## config.mk

```make
export PLATFORM = sky130hd
export DESIGN_NAME = sdc_top
export DESIGN_NICKNAME = d
export VERILOG_FILES = /design/src/sdc_pkg.sv /design/src/sdc_top.sv
export SDC_FILE = /design/constraint.sdc
export NUM_CORES = 1
export LEC_CHECK = 0
export BUFFER_PORTS_ARGS = -buffer_cell sky130_fd_sc_hd__buf_2
export CORE_MARGIN = 2
export CORE_UTILIZATION = 62
export CTS_BUF_LIST = sky130_fd_sc_hd__clkbuf_4
export DETAILED_ROUTE_END_ITERATION = 6
export PLACE_DENSITY = 0.92
export SLEW_MARGIN = 10
export SYNTH_ARGS = -nofsm -noshare
export SYNTH_HDL_FRONTEND = slang
export SYNTH_SLANG_ARGS = --single-unit
```

## constraint.sdc

```tcl
create_clock -name mclk -period 12.6 [get_ports mclk]
set_input_delay 1.26 -clock mclk [delete_from_list [all_inputs] [get_ports mclk]]
set_output_delay 1.26 -clock mclk [all_outputs]
set_load 0.05 [all_outputs]
```

## src/sdc_pkg.sv

```systemverilog
// Purpose: Constants and carrier types for the stall detection configuration block
// Assumes: 40 MHz mclk, synchronous active-high reset
// Notes: Register map offsets are word addresses on the plain register port
package sdc_pkg;
  localparam int unsigned CLK_HZ = 40000000;
  localparam logic [3:0] ADDR_CMD = 4'h0;
  localparam logic [3:0] ADDR_PARAM = 4'h1;
  localparam logic [3:0] ADDR_FLAGS = 4'h2;
  localparam logic [3:0] ADDR_IRQ_STAT = 4'h3;
  localparam logic [3:0] ADDR_IRQ_MASK = 4'h4;
  localparam logic [3:0] ADDR_POS = 4'h5;
  localparam logic [3:0] ADDR_OTP = 4'h6;
  // Command codes written to ADDR_CMD
  localparam logic [2:0] CMD_READ_FULL = 3'h1;
  localparam logic [2:0] CMD_READ_SHORT = 3'h2;
  localparam logic [2:0] CMD_WRITE_PARAMS = 3'h3;
  localparam logic [2:0] CMD_WRITE_OTP = 3'h4;
  localparam logic [2:0] CMD_OBSERVE = 3'h5;
  // Param word fields
  localparam int ABS_LSB = 0;
  localparam int DEL_LSB = 4;
  localparam int SDS_LSB = 8;
  localparam int FAD_LSB = 11;
  localparam int FDE_BIT = 14;
  localparam logic [14:0] PARAM_RST = 15'h0000;
  // Flag word bits
  localparam int FL_STEPLOSS = 0;
  localparam int FL_STALL = 1;
  localparam int FL_ABS = 2;
  localparam int FL_DLO = 3;
  localparam int FL_DHI = 4;
  localparam int FL_QUAL = 5;
  // Interrupt event bits
  localparam int EV_STALL = 0;
  localparam int EV_SAMPLE = 1;
  localparam int EV_CLEAR = 2;
  localparam int NEV = 3;
  // Sample delay table, microseconds
  localparam int unsigned DELAY_US [8] = '{87, 130, 174, 217, 261, 304, 348, 391};
  localparam int unsigned DELAY_CYC_W = 14;
  localparam int unsigned ABS_STEP_MV = 500;
  localparam int unsigned DEL_STEP_MV = 250;

  typedef struct packed {
    logic full_duty_detect_enable;
    logic [2:0] fullstep_activation_delay;
    logic [2:0] sample_delay_select;
    logic [3:0] delta_threshold;
    logic [3:0] absolute_threshold;
  } sdc_param_t;

  typedef struct packed {
    logic at_max_velocity;
    logic positioning;
    logic full_step;
    logic full_duty;
    logic zero_cross;
  } sdc_motion_t;
endpackage

```

## src/sdc_top.sv

```systemverilog
// Purpose: Stall detection configuration, flag handling and emf sample timing
// Assumes: Back-emf value in millivolts arrives already measured; one clock
// Notes: Average tracked as a simple first-order filter of samples
//
// The placing of the registers and the strobed register port are this design's own decisions.
`timescale 1ns/1ps
module sdc_top
  import sdc_pkg::*;
#(
  parameter int EMF_W = 14,
  parameter int POS_W = 16
)
(
  input wire logic mclk,                        // 40 MHz clock
  input wire logic rst,                         // Synchronous reset, high
  input wire logic por,                         // Power-on reset pulse
  input wire logic [3:0] addr,                  // Register word address
  input wire logic [31:0] wdata,                // Write data
  input wire logic wr,                          // Write strobe
  input wire logic rd,                          // Read strobe
  output logic [31:0] rdata,                    // Read data, cycle after rd
  output logic irq,                             // Level interrupt
  input wire sdc_pkg::sdc_motion_t motion,      // Motion status from positioner
  input wire logic [EMF_W-1:0] emf_mv,          // Measured back-emf
  input wire logic [POS_W-1:0] int_position,    // Internal position counter
  input wire logic switch_input_pin,            // Switch input level
  input wire logic [14:0] otp_rdata,            // Stored OTP parameters
  output logic otp_we,                          // OTP write pulse
  output logic [14:0] otp_wdata,                // OTP write data
  output logic hard_stop,                       // Internal hard stop pulse
  output logic position_enable,                 // Positioning commands accepted
  output logic switch_analog_en,                // Pin turned to analog output
  output logic switch_state,                    // Sampled switch state
  output logic emf_sample                       // Back-emf sample strobe
);
  import sdc_pkg::*;

  sdc_param_t param_r, param_nxt;
  logic [5:0] flags_r, flags_nxt;
  logic [POS_W-1:0] act_pos_r, act_pos_nxt;
  logic [NEV-1:0] ist_r, ist_nxt, imask_r, imask_nxt;
  logic [DELAY_CYC_W-1:0] dcnt_r, dcnt_nxt;
  logic dly_run_r, dly_run_nxt;
  logic [2:0] fs_cnt_r, fs_cnt_nxt;
  logic armed_r, armed_nxt;
  logic [EMF_W-1:0] avg_r, avg_nxt;
  logic sw_r, sw_nxt;
  logic [31:0] rdata_nxt;
  logic otp_we_nxt, hard_stop_nxt, sample_nxt, pos_en_r, pos_en_nxt;

  logic cmd_wr, full_rd, short_rd;
  logic detect_en, sample_go, abs_hit, dlo_hit, dhi_hit, stall_ev;
  logic [EMF_W-1:0] abs_lvl, del_lvl;
  logic [DELAY_CYC_W-1:0] dly_cycles;
  logic [NEV-1:0] events;

  // Cycle count of the sample delay: truncation is fine, table is least time
  function automatic logic [DELAY_CYC_W-1:0] delay_cyc(input logic [2:0] sel);
    int unsigned c;
    c = (DELAY_US[sel] * (CLK_HZ / 1000000));
    return c[DELAY_CYC_W-1:0];
  endfunction

  assign cmd_wr = wr && (addr == ADDR_CMD);
  assign full_rd = cmd_wr && (wdata[2:0] == CMD_READ_FULL);
  assign short_rd = cmd_wr && (wdata[2:0] == CMD_READ_SHORT);
  // Zero codes on both fields turn detection off altogether
  assign detect_en = (param_r.absolute_threshold != 4'h0)
                     || (param_r.delta_threshold != 4'h0);
  // Linear level per code; code zero yields no level
  assign abs_lvl = EMF_W'(param_r.absolute_threshold * ABS_STEP_MV);
  assign del_lvl = EMF_W'(param_r.delta_threshold * DEL_STEP_MV);
  assign dly_cycles = delay_cyc(param_r.sample_delay_select);
  assign sample_go = dly_run_r && (dcnt_r == '0);
  // Evaluate only at cruise speed, after activation delay, duty gated
  assign abs_hit = sample_go && armed_r && motion.at_max_velocity
                   && (param_r.absolute_threshold != 4'h0)
                   && (emf_mv < abs_lvl)
                   && (!motion.full_duty || param_r.full_duty_detect_enable);
  assign dlo_hit = sample_go && armed_r && motion.at_max_velocity
                   && (param_r.delta_threshold != 4'h0)
                   && ({1'b0, emf_mv} + {1'b0, del_lvl} < {1'b0, avg_r})
                   && (!motion.full_duty || param_r.full_duty_detect_enable);
  assign dhi_hit = sample_go && armed_r && motion.at_max_velocity
                   && (param_r.delta_threshold != 4'h0)
                   && ({1'b0, emf_mv} > {1'b0, avg_r} + {1'b0, del_lvl})
                   && (!motion.full_duty || param_r.full_duty_detect_enable);
  assign stall_ev = abs_hit || dlo_hit || dhi_hit;
  assign events = {full_rd || short_rd, sample_go, stall_ev};

  always_comb
  begin
    param_nxt = param_r;
    flags_nxt = flags_r;
    act_pos_nxt = act_pos_r;
    ist_nxt = ist_r;
    imask_nxt = imask_r;
    dcnt_nxt = dcnt_r;
    dly_run_nxt = dly_run_r;
    fs_cnt_nxt = fs_cnt_r;
    armed_nxt = armed_r;
    avg_nxt = avg_r;
    sw_nxt = sw_r;
    otp_we_nxt = 1'b0;
    hard_stop_nxt = 1'b0;
    sample_nxt = sample_go;
    pos_en_nxt = pos_en_r;
    rdata_nxt = 32'h0000_0000;
    // Register writes
    if (wr)
    begin
      case (addr)
        ADDR_PARAM: param_nxt = wdata[14:0];
        ADDR_IRQ_MASK: imask_nxt = wdata[NEV-1:0];
        ADDR_IRQ_STAT: ist_nxt = ist_r & ~wdata[NEV-1:0];
        default: ;
      endcase
    end
    if (cmd_wr)
    begin
      case (wdata[2:0])
        CMD_WRITE_PARAMS:
        begin
          param_nxt.absolute_threshold = wdata[ABS_LSB+8 +: 4];
          param_nxt.delta_threshold = wdata[DEL_LSB+8 +: 4];
        end
        CMD_WRITE_OTP:
          otp_we_nxt = 1'b1;
        CMD_OBSERVE:
          flags_nxt[FL_QUAL] = 1'b1;
        default: ;
      endcase
    end
    // Flag clear, then sets below win over the clear
    if (full_rd)
    begin
      flags_nxt[4:0] = 5'h00;
      pos_en_nxt = 1'b1;
    end
    if (short_rd)
    begin
      flags_nxt[FL_STEPLOSS] = 1'b0;
      pos_en_nxt = 1'b1;
    end
    if (abs_hit)
      flags_nxt[FL_ABS] = 1'b1;
    if (dlo_hit)
      flags_nxt[FL_DLO] = 1'b1;
    if (dhi_hit)
      flags_nxt[FL_DHI] = 1'b1;
    flags_nxt[FL_STALL] = flags_nxt[FL_ABS] | flags_nxt[FL_DLO] | flags_nxt[FL_DHI];
    if (stall_ev && motion.positioning)
    begin
      hard_stop_nxt = 1'b1;
      flags_nxt[FL_STEPLOSS] = 1'b1;
      act_pos_nxt = int_position;
      pos_en_nxt = 1'b0;
    end
    else if (pos_en_r)
      act_pos_nxt = int_position;
    // Sample delay timer
    if (motion.zero_cross)
    begin
      dly_run_nxt = 1'b1;
      dcnt_nxt = dly_cycles;
    end
    else if (dly_run_r)
    begin
      if (dcnt_r == '0)
        dly_run_nxt = 1'b0;
      else
        dcnt_nxt = dcnt_r - 1'b1;
    end
    if (sample_go)
      avg_nxt = EMF_W'(({1'b0, avg_r} + {1'b0, emf_mv}) >> 1);
    // Activation: full steps counted once cruise begins
    if (!motion.at_max_velocity || !detect_en)
    begin
      armed_nxt = 1'b0;
      fs_cnt_nxt = 3'h0;
    end
    else if (!armed_r)
    begin
      if (fs_cnt_r == param_r.fullstep_activation_delay)
        armed_nxt = 1'b1;
      else if (motion.full_step)
        fs_cnt_nxt = fs_cnt_r + 3'h1;
    end
    // Sampling of the pin stops while observing back-emf
    if (!flags_r[FL_QUAL])
      sw_nxt = switch_input_pin;
    ist_nxt = ist_nxt | events;
    if (rd)
    begin
      case (addr)
        ADDR_PARAM: rdata_nxt = {17'h00000, param_r};
        ADDR_FLAGS: rdata_nxt = {26'h0000000, flags_r};
        ADDR_IRQ_STAT: rdata_nxt = {29'h00000000, ist_r};
        ADDR_IRQ_MASK: rdata_nxt = {29'h00000000, imask_r};
        ADDR_POS: rdata_nxt = {{(32-POS_W){1'b0}}, act_pos_r};
        ADDR_OTP: rdata_nxt = {17'h00000, otp_rdata};
        default: rdata_nxt = 32'h0000_0000;
      endcase
    end
  end

  always_ff @(posedge mclk)
  begin
    if (rst)
    begin
      flags_r <= 6'h00;
      act_pos_r <= '0;
      ist_r <= '0;
      imask_r <= '0;
      dcnt_r <= '0;
      dly_run_r <= 1'b0;
      fs_cnt_r <= 3'h0;
      armed_r <= 1'b0;
      avg_r <= '0;
      sw_r <= 1'b0;
      rdata <= 32'h0000_0000;
      otp_we <= 1'b0;
      hard_stop <= 1'b0;
      emf_sample <= 1'b0;
      pos_en_r <= 1'b1;
    end
    else
    begin
      flags_r <= flags_nxt;
      act_pos_r <= act_pos_nxt;
      ist_r <= ist_nxt;
      imask_r <= imask_nxt;
      dcnt_r <= dcnt_nxt;
      dly_run_r <= dly_run_nxt;
      fs_cnt_r <= fs_cnt_nxt;
      armed_r <= armed_nxt;
      avg_r <= avg_nxt;
      sw_r <= sw_nxt;
      rdata <= rdata_nxt;
      otp_we <= otp_we_nxt;
      hard_stop <= hard_stop_nxt;
      emf_sample <= sample_nxt;
      pos_en_r <= pos_en_nxt;
    end
  end

  // Working copy reloads from OTP on every power-on reset pulse, unless rst is high in the same cycle
  always_ff @(posedge mclk)
  begin
    if (rst)
      param_r <= PARAM_RST;
    else if (por)
      param_r <= otp_rdata;
    else
      param_r <= param_nxt;
  end

  always_ff @(posedge mclk)
  begin
    if (rst)
      otp_wdata <= 15'h0000;
    else if (otp_we_nxt)
      otp_wdata <= wdata[8 +: 15];
  end

  assign irq = |(ist_r & imask_r);
  assign position_enable = pos_en_r;
  assign switch_analog_en = flags_r[FL_QUAL];
  assign switch_state = sw_r;
endmodule

```

==> flow_summary.yaml, run 1 <==
placement:
  place_area_mm2: 0.00961
  gp_congestion: 0.931
  port_buffers: 120
  hpwl_mm: 18.1
  place_ws_ns: 5.95
power_and_ir_drop:
  p_leak_uw: 0.00437
  power.internal_uw: 553
  clock_power_share: 0.197
  ir_drop_v: 0.0000749
  seqPwrFrac: 0.426
  combPwrFrac: 0.378
  p_per_area_mw_per_mm2: 93.2
  p_sw_frac: 0.390
  switchingPower_uw: 353
critical_path:
  reg2reg_to: "act_pos_r[8]$_SDFFE_PP0P_"
  r2r_cells: 24
  crit_arrival_ns: 7.18
  worstPathMaxFanout: 16
  slowest_delay_ns: 0.88
  path_class: "reg2reg"
  cp-start-kind: "register"
  r2r_setup_slack_ns: 5.86
  r2r_start: "param_r[7]$_SDFF_PP0_"
  cp_top_family: "compound AO/OA/AOI/OAI gates"
  endpoint_kind: "register"
  crit_slowest_cell: "o31ai_4"
  crit_chain: "fa_1 -> inv_1 -> fa_1 -> inv_1 -> ha_1 -> a21oi_1 -> o21bai_1 -> a21oi_1 -> o21ai_0 -> a21oi_1 -> xnor2_1 -> ha_1 -> and2_1 -> o2111ai_1 -> o221ai_2 -> xnor2_1 -> ha_1 -> nand4_1 -> or4_1 -> o21ai_1 -> a31oi_1 -> and2_4 -> o31ai_4 -> mux2i_1"
  worst-path-buf-inv: 2
  crit_required_ns: 13.04
grt:
  use_met3: 0.0633
  busiest_layer: "met2"
  grt_pass1_wl_mm: 38.5
  overflow: 0
  antenna_found_initial: 1
  grt_pass1_vias: 8064
  met1_usage: 0.383
  grt_max_degree: 77
  grt_use_met2: 0.491
  grt_usage: 0.300
logic_synthesis:
  yosysWarnings: 0
  muxShareOfSynthArea: 0.0462
  synth_area_per_cell_um2: 8.19
  yosysTopAreaCell: "dfxtp_1"
  synth_edf_count: 0
  postSynthCellCount: 1094
  synth_top_area_frac: 0.250
  synth_xor_area_frac: 0.0606
  synth_area_mm2: 0.00896
  ys_ff_latch: 112
  yosysMostFrequentCell: "ha_1"
  synth_compound_area_frac: 0.194
  synth-main-ff-cell: "dfxtp_1"
  synthAdderAreaFrac: 0.212
  synth_commonest_cells: "125 x ha_1, 112 x dfxtp_1, 110 x a21oi_1, 104 x nand2_1, 104 x nor2_1"
  synthArstFlopShare: 0
  ys_types: 72
  synth-simple-area-share: 0.169
  synth_top_cells_by_area: "dfxtp_1 25%, ha_1 17%, a21oi_1 6.1%"
  synth_top_family_by_area: "adder cells"
  ys_seq_area_frac: 0.250
clock_network:
  cts-root-buf: "clkbuf_4"
  clkSlewWorstSetupHoldPaths_ns: 0.18
  post_cts_buffers: 0
  clkSinkCount: 112
  cts_tree: "built"
  hold_buffers: 0
  cts.repair.resized: 0
  clock_path_buffers: 2
  htreeDepth: 3
  clkLatencyLatePin_ns: 0.51
  cts_inserted_buffers: 9
final_layout:
  postLayoutCoreUtil: 0.696
  final_nets: 1424
  layout-drive-gt1-share: 0.131
  final_area_mm2: 0.00974
  fill_cells: 1085
  area_delta_synth_final_pct: 8.63
die:
  io_pins: 146
  die_area_mm2: 0.0154
  fp.dieH_um: 124
  floorplan.initialDensity: 0.641
  row_count: 43
  placeableCoreArea_mm2: 0.0140
  die_w_um: 124
timing:
  hold_violations: 0
  relSlewSlack: 0.292
  drv_slew: 0
  setup_viol: 0
  fmax_mhz: 148
  setup-tns-final_ns: 0
  fin_crit_sh: 0.535
  clock_skew_ns: 0.0166
  rsz0062_at_grt: "false"
  fin_ws_ns: 5.86
  whs_ns: 0.458
  period_minus_slack_ns: 6.74
  worst_pin_slew_ns: 1.06
route:
  via_count: 8336
  antenna_left: 0
  wl_per_cell_um: 16.8
  drt_wl_total_mm: 23.1
  drcViolationCount: 0
  vias_per_cell: 6.06
  firstDrtPassIters: 6
  drtIter0Drc: 732
worst_hold_path:
  hold_start: "act_pos_r[15]$_SDFFE_PP0P_"
  hold_path_class: "reg2reg"
  hold-path-cell-count: 2
  hold_end: "rdata[15]$_SDFF_PP0_"
job:
  maxCapViolCount: 0
run_status:
  status: "completed"
-- metrics by stage --
stage	total power, uW	cells
2_1_floorplan	651	1109
3_3_place_gp	713	1359
3_5_place_dp	729	1359
4_1_cts	904	1375
5_1_grt	968	1376
6_report	907	1376
-- sequential cells by signal, indices dropped and copies added (netlist names) --
register	cells
act_pos_r	16
rdata	16
otp_wdata	15
param_r	15
avg_r	14
dcnt_r	14
flags_r	6
fs_cnt_r	3
imask_r	3
ist_r	3
armed_r	1
dly_run_r	1
emf_sample	1
hard_stop	1
otp_we	1
position_enable	1
switch_state	1
-- kinds of logic (layout without fill, tap and decap cells) --
logic type / count (synthesis) / after routing
buf+inv: 139 / 225
simple gates: 328 / 328
xor+xnor: 62 / 62
other cells: 1 / 17
fa+ha+maj: 142 / 142
mux: 41 / 41
flops: 112 / 112
compound gates: 269 / 269
-- cells in the final DEF (no fill, tap or decap), types with 23 or more instances in the layout --
cell / n
inv_1: 83
a21oi_1: 110
nor2_1: 104
ha_1: 125
o21ai_0: 33
xor2_1: 23
xnor2_1: 39
buf_2: 120
dfxtp_1: 112
nand2_1: 104
nand3_1: 34
mux2i_1: 38
-- metal layers --
metal | wire (um) | vias up
met2 | 10900 | 383
met3 | 1950 | 75
li1 | - | 4032
met4 | 808 | 0
met5 | 0 | -
met1 | 9450 | 3846
-- power groups by stage --
stage	Combinational, uW	Clock [uW]	Sequential [uW]
after floorplan	262	0	389
after global placement	321	0	392
after detailed placement	336	0	393
after CTS	339	180	385
after global routing	388	192	388
final	343	178	386
-- worst min-delay path: stages (launching register included) --
cell and delay, ns:
dfxtp_1 0.35, nand2_1 0.06, nor2_1 0.03
-- layout make-up --
cell class	count	area (um2)	area share
antenna	1	2.50	0.000257
clock buffer	9	67.6	0.00694
clock inverter	7	60.1	0.00617
inverter	83	312	0.0320
multi-input combinational	858	6180	0.635
sequential	112	2240	0.230
tap	180	225	0.0231
timing repair buffer	126	646	0.0663
-- how the worst max path moves through the flow --
stage / start / end / slack, ns / cells past startpoint
after CTS: param_r[6]$_SDFF_PP0_ / act_pos_r[8]$_SDFFE_PP0P_ / 5.88 / 24
after floorplan: param_r[6]$_SDFF_PP0_ / act_pos_r[10]$_SDFFE_PP0P_ / 7.04 / 25
after global routing: param_r[6]$_SDFF_PP0_ / act_pos_r[2]$_SDFFE_PP0P_ / 5.34 / 24
final: param_r[7]$_SDFF_PP0_ / act_pos_r[8]$_SDFFE_PP0P_ / 5.86 / 24
after global placement: param_r[6]$_SDFF_PP0_ / act_pos_r[11]$_SDFFE_PP0P_ / 6.16 / 24
after detailed placement: param_r[6]$_SDFF_PP0_ / act_pos_r[13]$_SDFFE_PP0P_ / 5.95 / 24
No activity file was read; power rests on OpenSTA's default activity.
==> run 2: changes to the inputs <==
Settings changed: CORE_UTILIZATION 62 to 59, PLACE_DENSITY 0.92 to 0.89.
Clock period 12.6 ns to 6.8 ns, I/O delays scaled along.
==> flow_summary.yaml, run 2 (same netlist as run 1, synthesis figures left out) <==
die:
  row_count: 45
  die_area_mm2: 0.0162
  placeableCoreArea_mm2: 0.0150
  die_w_um: 127
  fp.dieH_um: 127
  io_pins: 146
  floorplan.initialDensity: 0.596
clock_network:
  htreeDepth: 3
  cts-root-buf: "clkbuf_4"
  cts_tree: "built"
  clkSlewWorstSetupHoldPaths_ns: 0.18
  clkLatencyLatePin_ns: 0.51
  cts.repair.resized: 0
  clkSinkCount: 112
  cts_inserted_buffers: 9
  clock_path_buffers: 2
  hold_buffers: 0
  post_cts_buffers: 0
route:
  via_count: 8306
  drt_wl_total_mm: 23.3
  drcViolationCount: 0
  wl_per_cell_um: 16.8
  antenna_left: 0
  vias_per_cell: 5.99
  firstDrtPassIters: 6
  drtIter0Drc: 764
timing:
  rsz0062_at_grt: "false"
  setup_viol: 0
  clock_skew_ns: 0.0192
  hold_violations: 0
  fin_crit_sh: 0.927
  period_minus_slack_ns: 6.30
  worst_pin_slew_ns: 0.916
  setup-tns-final_ns: 0
  relSlewSlack: 0.387
  drv_slew: 0
  fmax_mhz: 159
grt:
  grt_max_degree: 61
  overflow: 0
  grt_pass1_wl_mm: 37.5
  grt_usage: 0.285
  grt_pass1_vias: 7670
  antenna_found_initial: 1
critical_path:
  cp-start-kind: "register"
  worst-path-stages: 25
  path_class: "reg2reg"
  crit_required_ns: 7.25
  crit_arrival_ns: 6.75
  cp_top_family: "adder cells"
  r2r_start: "param_r[6]$_SDFF_PP0_"
  crit_start: "param_r[6]$_SDFF_PP0_"
  worstPathMaxFanout: 16
  r2r_cells: 25
  endpoint_kind: "register"
  slowest_delay_ns: 0.67
  cp_common_cell: "a21oi_1"
  crit_slowest_cell: "fa_1"
  worst-path-buf-inv: 3
power_and_ir_drop:
  p_per_area_mw_per_mm2: 176
  ir_drop_v: 0.0000932
  clock_power_share: 0.216
  p_leak_uw: 0.00440
  power.internal_uw: 1060
  switchingPower_uw: 664
  combPwrFrac: 0.371
  seqPwrFrac: 0.413
  p_sw_frac: 0.384
job:
  maxCapViolCount: 0
placement:
  gp_congestion: 0.915
  hpwl_mm: 18.2
  port_buffers: 120
final_layout:
  layout-drive-gt1-share: 0.132
  postLayoutCoreUtil: 0.651
  reg.largest.list: "act_pos_r (16), rdata (16)"
  final_nets: 1426
  final_cell_mix: "125 x ha_1, 120 x buf_2, 112 x dfxtp_1"
  layout_commonest_cell: "ha_1"
  area_delta_synth_final_pct: 9.27
worst_hold_path:
  hold_start: "int_position[9]"
  hold-path-cell-count: 3
  hold_path_class: "in2reg"
run_status:
  status: "completed"
## run 2: power by group through the flow
stage | Clock [uW] | Sequential, uW | Combinational [uW]
after floorplan | 0 | 721 | 485
after detailed placement | 0 | 727 | 629
after global routing | 401 | 718 | 717
final | 373 | 714 | 640
after global placement | 0 | 726 | 597
after CTS | 376 | 713 | 634
## run 2: final cells by class
class / count / area [um2]
antenna: 1 / 2.50
clock buffer: 9 / 67.6
clock inverter: 7 / 92.6
fill: 1213 / 5240
inverter: 83 / 312
multi-input combinational: 858 / 6180
sequential: 112 / 2240
tap: 188 / 235
timing repair buffer: 128 / 661
## run 2: final timing paths
check                                     to  slack, ns
setup reg to reg  act_pos_r[13]$_SDFFE_PP0P_       0.50
hold / removal     act_pos_r[9]$_SDFFE_PP0P_       0.39
setup / recovery  act_pos_r[13]$_SDFFE_PP0P_       0.50
hold reg to reg         rdata[15]$_SDFF_PP0_       0.44
## run 2: worst reg2reg max path: stages, from the launching register on
cell	delay, ns
dfxtp_1	0.51
fa_1	0.67
inv_1	0.11
fa_1	0.51
inv_1	0.04
ha_1	0.33
a21oi_1	0.24
o21bai_1	0.11
a21oi_1	0.25
o21ai_0	0.16
a21oi_1	0.23
xnor2_1	0.19
ha_1	0.33
and2_1	0.19
o2111ai_1	0.14
o221ai_2	0.15
xnor2_1	0.15
ha_1	0.31
a21oi_1	0.15
nor2_1	0.06
a2111oi_2	0.31
o21ai_1	0.17
and2_4	0.19
o31ai_4	0.20
buf_4	0.31
mux2i_1	0.24
## run 2: metal layers
metal / wire length, um / vias to the layer above / global-route usage
met5: 0 / - / 0
met1: 9750 / 3833 / 0.374
met3: 1790 / 75 / 0.0532
li1: - / 4033 / -
met4: 762 / 0 / 0.102
met2: 11000 / 365 / 0.473
## run 2: through the flow
step | setup slack [ns] | instance area (um2) | hold WS [ns] | power, uW | std cells
6_report | 0.496 | 9790 | 0.391 | 1730 | 1386
5_1_grt | 0.168 | 9790 | 0.368 | 1840 | 1386
4_1_cts | 0.547 | 9790 | 0.364 | 1720 | 1385
3_5_place_dp | 0.576 | 9630 | 0.418 | 1360 | 1369
3_3_place_gp | 0.861 | 9630 | 0.430 | 1320 | 1369
2_1_floorplan | 1.24 | 9020 | 0.410 | 1210 | 1109
==> run 3: changes to the inputs <==
Settings changed: ABC_CLOCK_PERIOD_IN_PS set to 6800, REMOVE_ABC_BUFFERS set to 1, SLEW_MARGIN 10 to 20.
==> flow_summary.yaml, run 3 (same netlist as run 1, synthesis figures left out) <==
run_status:
  status: "complete, but fails checks"
  violations: "design-rule violations"
grt:
  overflow: 0
  grt_pass1_vias: 8009
  antenna_found_initial: 1
  grt_usage: 0.279
  grt_max_degree: 54
  grt_pass1_wl_mm: 36.9
timing:
  fin_crit_sh: 0.930
  clock_skew_ns: 0.0248
  worst_pin_slew_ns: 0.870
  rsz0062_at_grt: "false"
  setup-tns-final_ns: 0
  relSlewSlack: 0.418
  drv_slew: 0
  hold_violations: 0
  whs_ns: 0.358
  fmax_mhz: 158
  setup_viol: 0
  period_minus_slack_ns: 6.33
power_and_ir_drop:
  ir_drop_v: 0.000149
  seqPwrFrac: 0.411
  p_sw_frac: 0.400
  combPwrFrac: 0.367
  power.internal_uw: 1040
  switchingPower_uw: 694
  clock_power_share: 0.222
  p_leak_uw: 0.00440
  p_per_area_mw_per_mm2: 177
final_layout:
  final_cell_mix: "125 x ha_1, 120 x buf_2, 112 x dfxtp_1"
  multi_input_area_mm2: 0.00618
  layout_commonest_cell: "ha_1"
  final_area_mm2: 0.00980
  layout-drive-gt1-share: 0.133
  area_delta_synth_final_pct: 9.38
  final_nets: 1426
  fin_cells: 1387
  reg.largest.list: "act_pos_r (16), rdata (16)"
  fill_cells: 1219
  seq_area_mm2: 0.00224
critical_path:
  worstPathMaxFanout: 16
  r2r_start: "param_r[5]$_SDFF_PP0_"
  r2r_setup_slack_ns: 0.47
  crit_arrival_ns: 6.78
  reg2reg_to: "act_pos_r[11]$_SDFFE_PP0P_"
  r2r_cells: 25
  path_class: "reg2reg"
  cp-start-kind: "register"
  endpoint_kind: "register"
  crit_required_ns: 7.26
die:
  placeableCoreArea_mm2: 0.0150
  die_area_mm2: 0.0162
  fp.dieH_um: 127
  floorplan.initialDensity: 0.596
  row_count: 45
  die_w_um: 127
  io_pins: 146
clock_network:
  clkSlewWorstSetupHoldPaths_ns: 0.21
  clkSinkCount: 112
  clkLatencyLatePin_ns: 0.53
  clock_path_buffers: 2
  htreeDepth: 3
  cts_tree: "built"
  cts.repair.resized: 0
  cts_inserted_buffers: 9
  cts-root-buf: "clkbuf_4"
  post_cts_buffers: 0
  hold_buffers: 0
route:
  antenna_left: 0
  met1_length_mm: 9.42
  routed.top_layer: "met4"
  drt_wl_total_mm: 22.7
  wl_per_cell_um: 16.3
  wl_met3_mm: 1.38
  drcViolationCount: 1
  firstDrtPassIters: 7
  via_count: 8366
  wl_met2_mm: 10.7
  drtIter0Drc: 613
  vias_per_cell: 6.03
placement:
  place_area_mm2: 0.00962
  port_buffers: 120
  hpwl_mm: 17.1
  gp_congestion: 0.944
  placed_cells: 1368
worst_hold_path:
  hold_start: "int_position[0]"
  hold_end: "act_pos_r[0]$_SDFFE_PP0P_"
  hold-path-cell-count: 3
  hold_path_class: "in2reg"
job:
  maxCapViolCount: 0
[run 3: cell count changes in the layout (fill, tap and decap cells not counted)]
cell | previous run | this run
inv_12 | 0 | 2
inv_8 | 0 | 2
buf_4 | 8 | 7
buf_6 | 0 | 1
bufinv_16 | 1 | 0
clkinv_1 | 1 | 0
clkinv_4 | 1 | 0
diode_2 | 1 | 2
inv_6 | 2 | 1
[run 3: area by class of cell]
type                       instances  area share
multi-input combinational        858       0.631
antenna                            2    0.000511
timing repair buffer             128      0.0678
sequential                       112       0.229
tap                              188      0.0240
clock buffer                       9     0.00689
inverter                          83      0.0318
clock inverter                     7     0.00983
[run 3: worst max-delay path, cell delays in order (launching register included)]
cell	delay, ns
dfxtp_1	0.68
fa_1	0.56
inv_1	0.14
fa_1	0.42
inv_1	0.06
ha_1	0.26
a21oi_1	0.22
o21bai_1	0.09
a21oi_1	0.21
o21ai_0	0.12
a21oi_1	0.22
xnor2_1	0.24
ha_1	0.36
and2_1	0.18
o2111ai_1	0.12
o221ai_2	0.15
xnor2_1	0.17
ha_1	0.33
nand4_1	0.10
or4_1	0.40
o21ai_1	0.12
a31oi_1	0.10
and2_4	0.21
o31ai_4	0.20
buf_4	0.36
mux2i_1	0.25
[run 3: worst max path at each step]
stage,from,slack [ns],endpoint,depth (start not counted)
floorplan,param_r[6]$_SDFF_PP0_,1.09,act_pos_r[0]$_SDFFE_PP0P_,24
global placement,param_r[5]$_SDFF_PP0_,0.80,act_pos_r[8]$_SDFFE_PP0P_,26
detailed placement,param_r[5]$_SDFF_PP0_,0.66,act_pos_r[15]$_SDFFE_PP0P_,26
CTS,param_r[5]$_SDFF_PP0_,0.54,act_pos_r[11]$_SDFFE_PP0P_,25
global route,param_r[6]$_SDFF_PP0_,0.07,act_pos_r[9]$_SDFFE_PP0P_,26
finish,param_r[5]$_SDFF_PP0_,0.47,act_pos_r[11]$_SDFFE_PP0P_,25
[run 3: metrics by stage]
| stage | power (uW) | worst slack (ns) | utilization |
|---|---|---|---|
| floorplan | 1180 | 1.09 | - |
| global placement | 1320 | 0.797 | 0.640 |
| detailed placement | 1350 | 0.656 | 0.640 |
| CTS | 1730 | 0.543 | 0.651 |
| global route | 1850 | 0.0709 | 0.652 |
| finish | 1730 | 0.473 | 0.652 |
[run 3: power by group through the flow]
stage,registers [uW],clock network [uW],logic (uW)
2_1_floorplan,722,0,461
3_3_place_gp,724,0,595
3_5_place_dp,725,0,624
4_1_cts,712,386,629
5_1_grt,717,410,721
6_report,713,384,637
[run 3: metal layers]
layer | GRT usage | vias to the layer above
met2 | 0.471 | 329
met3 | 0.0389 | 97
met5 | 0 | -
met4 | 0.146 | 0
li1 | - | 4033
met1 | 0.347 | 3907
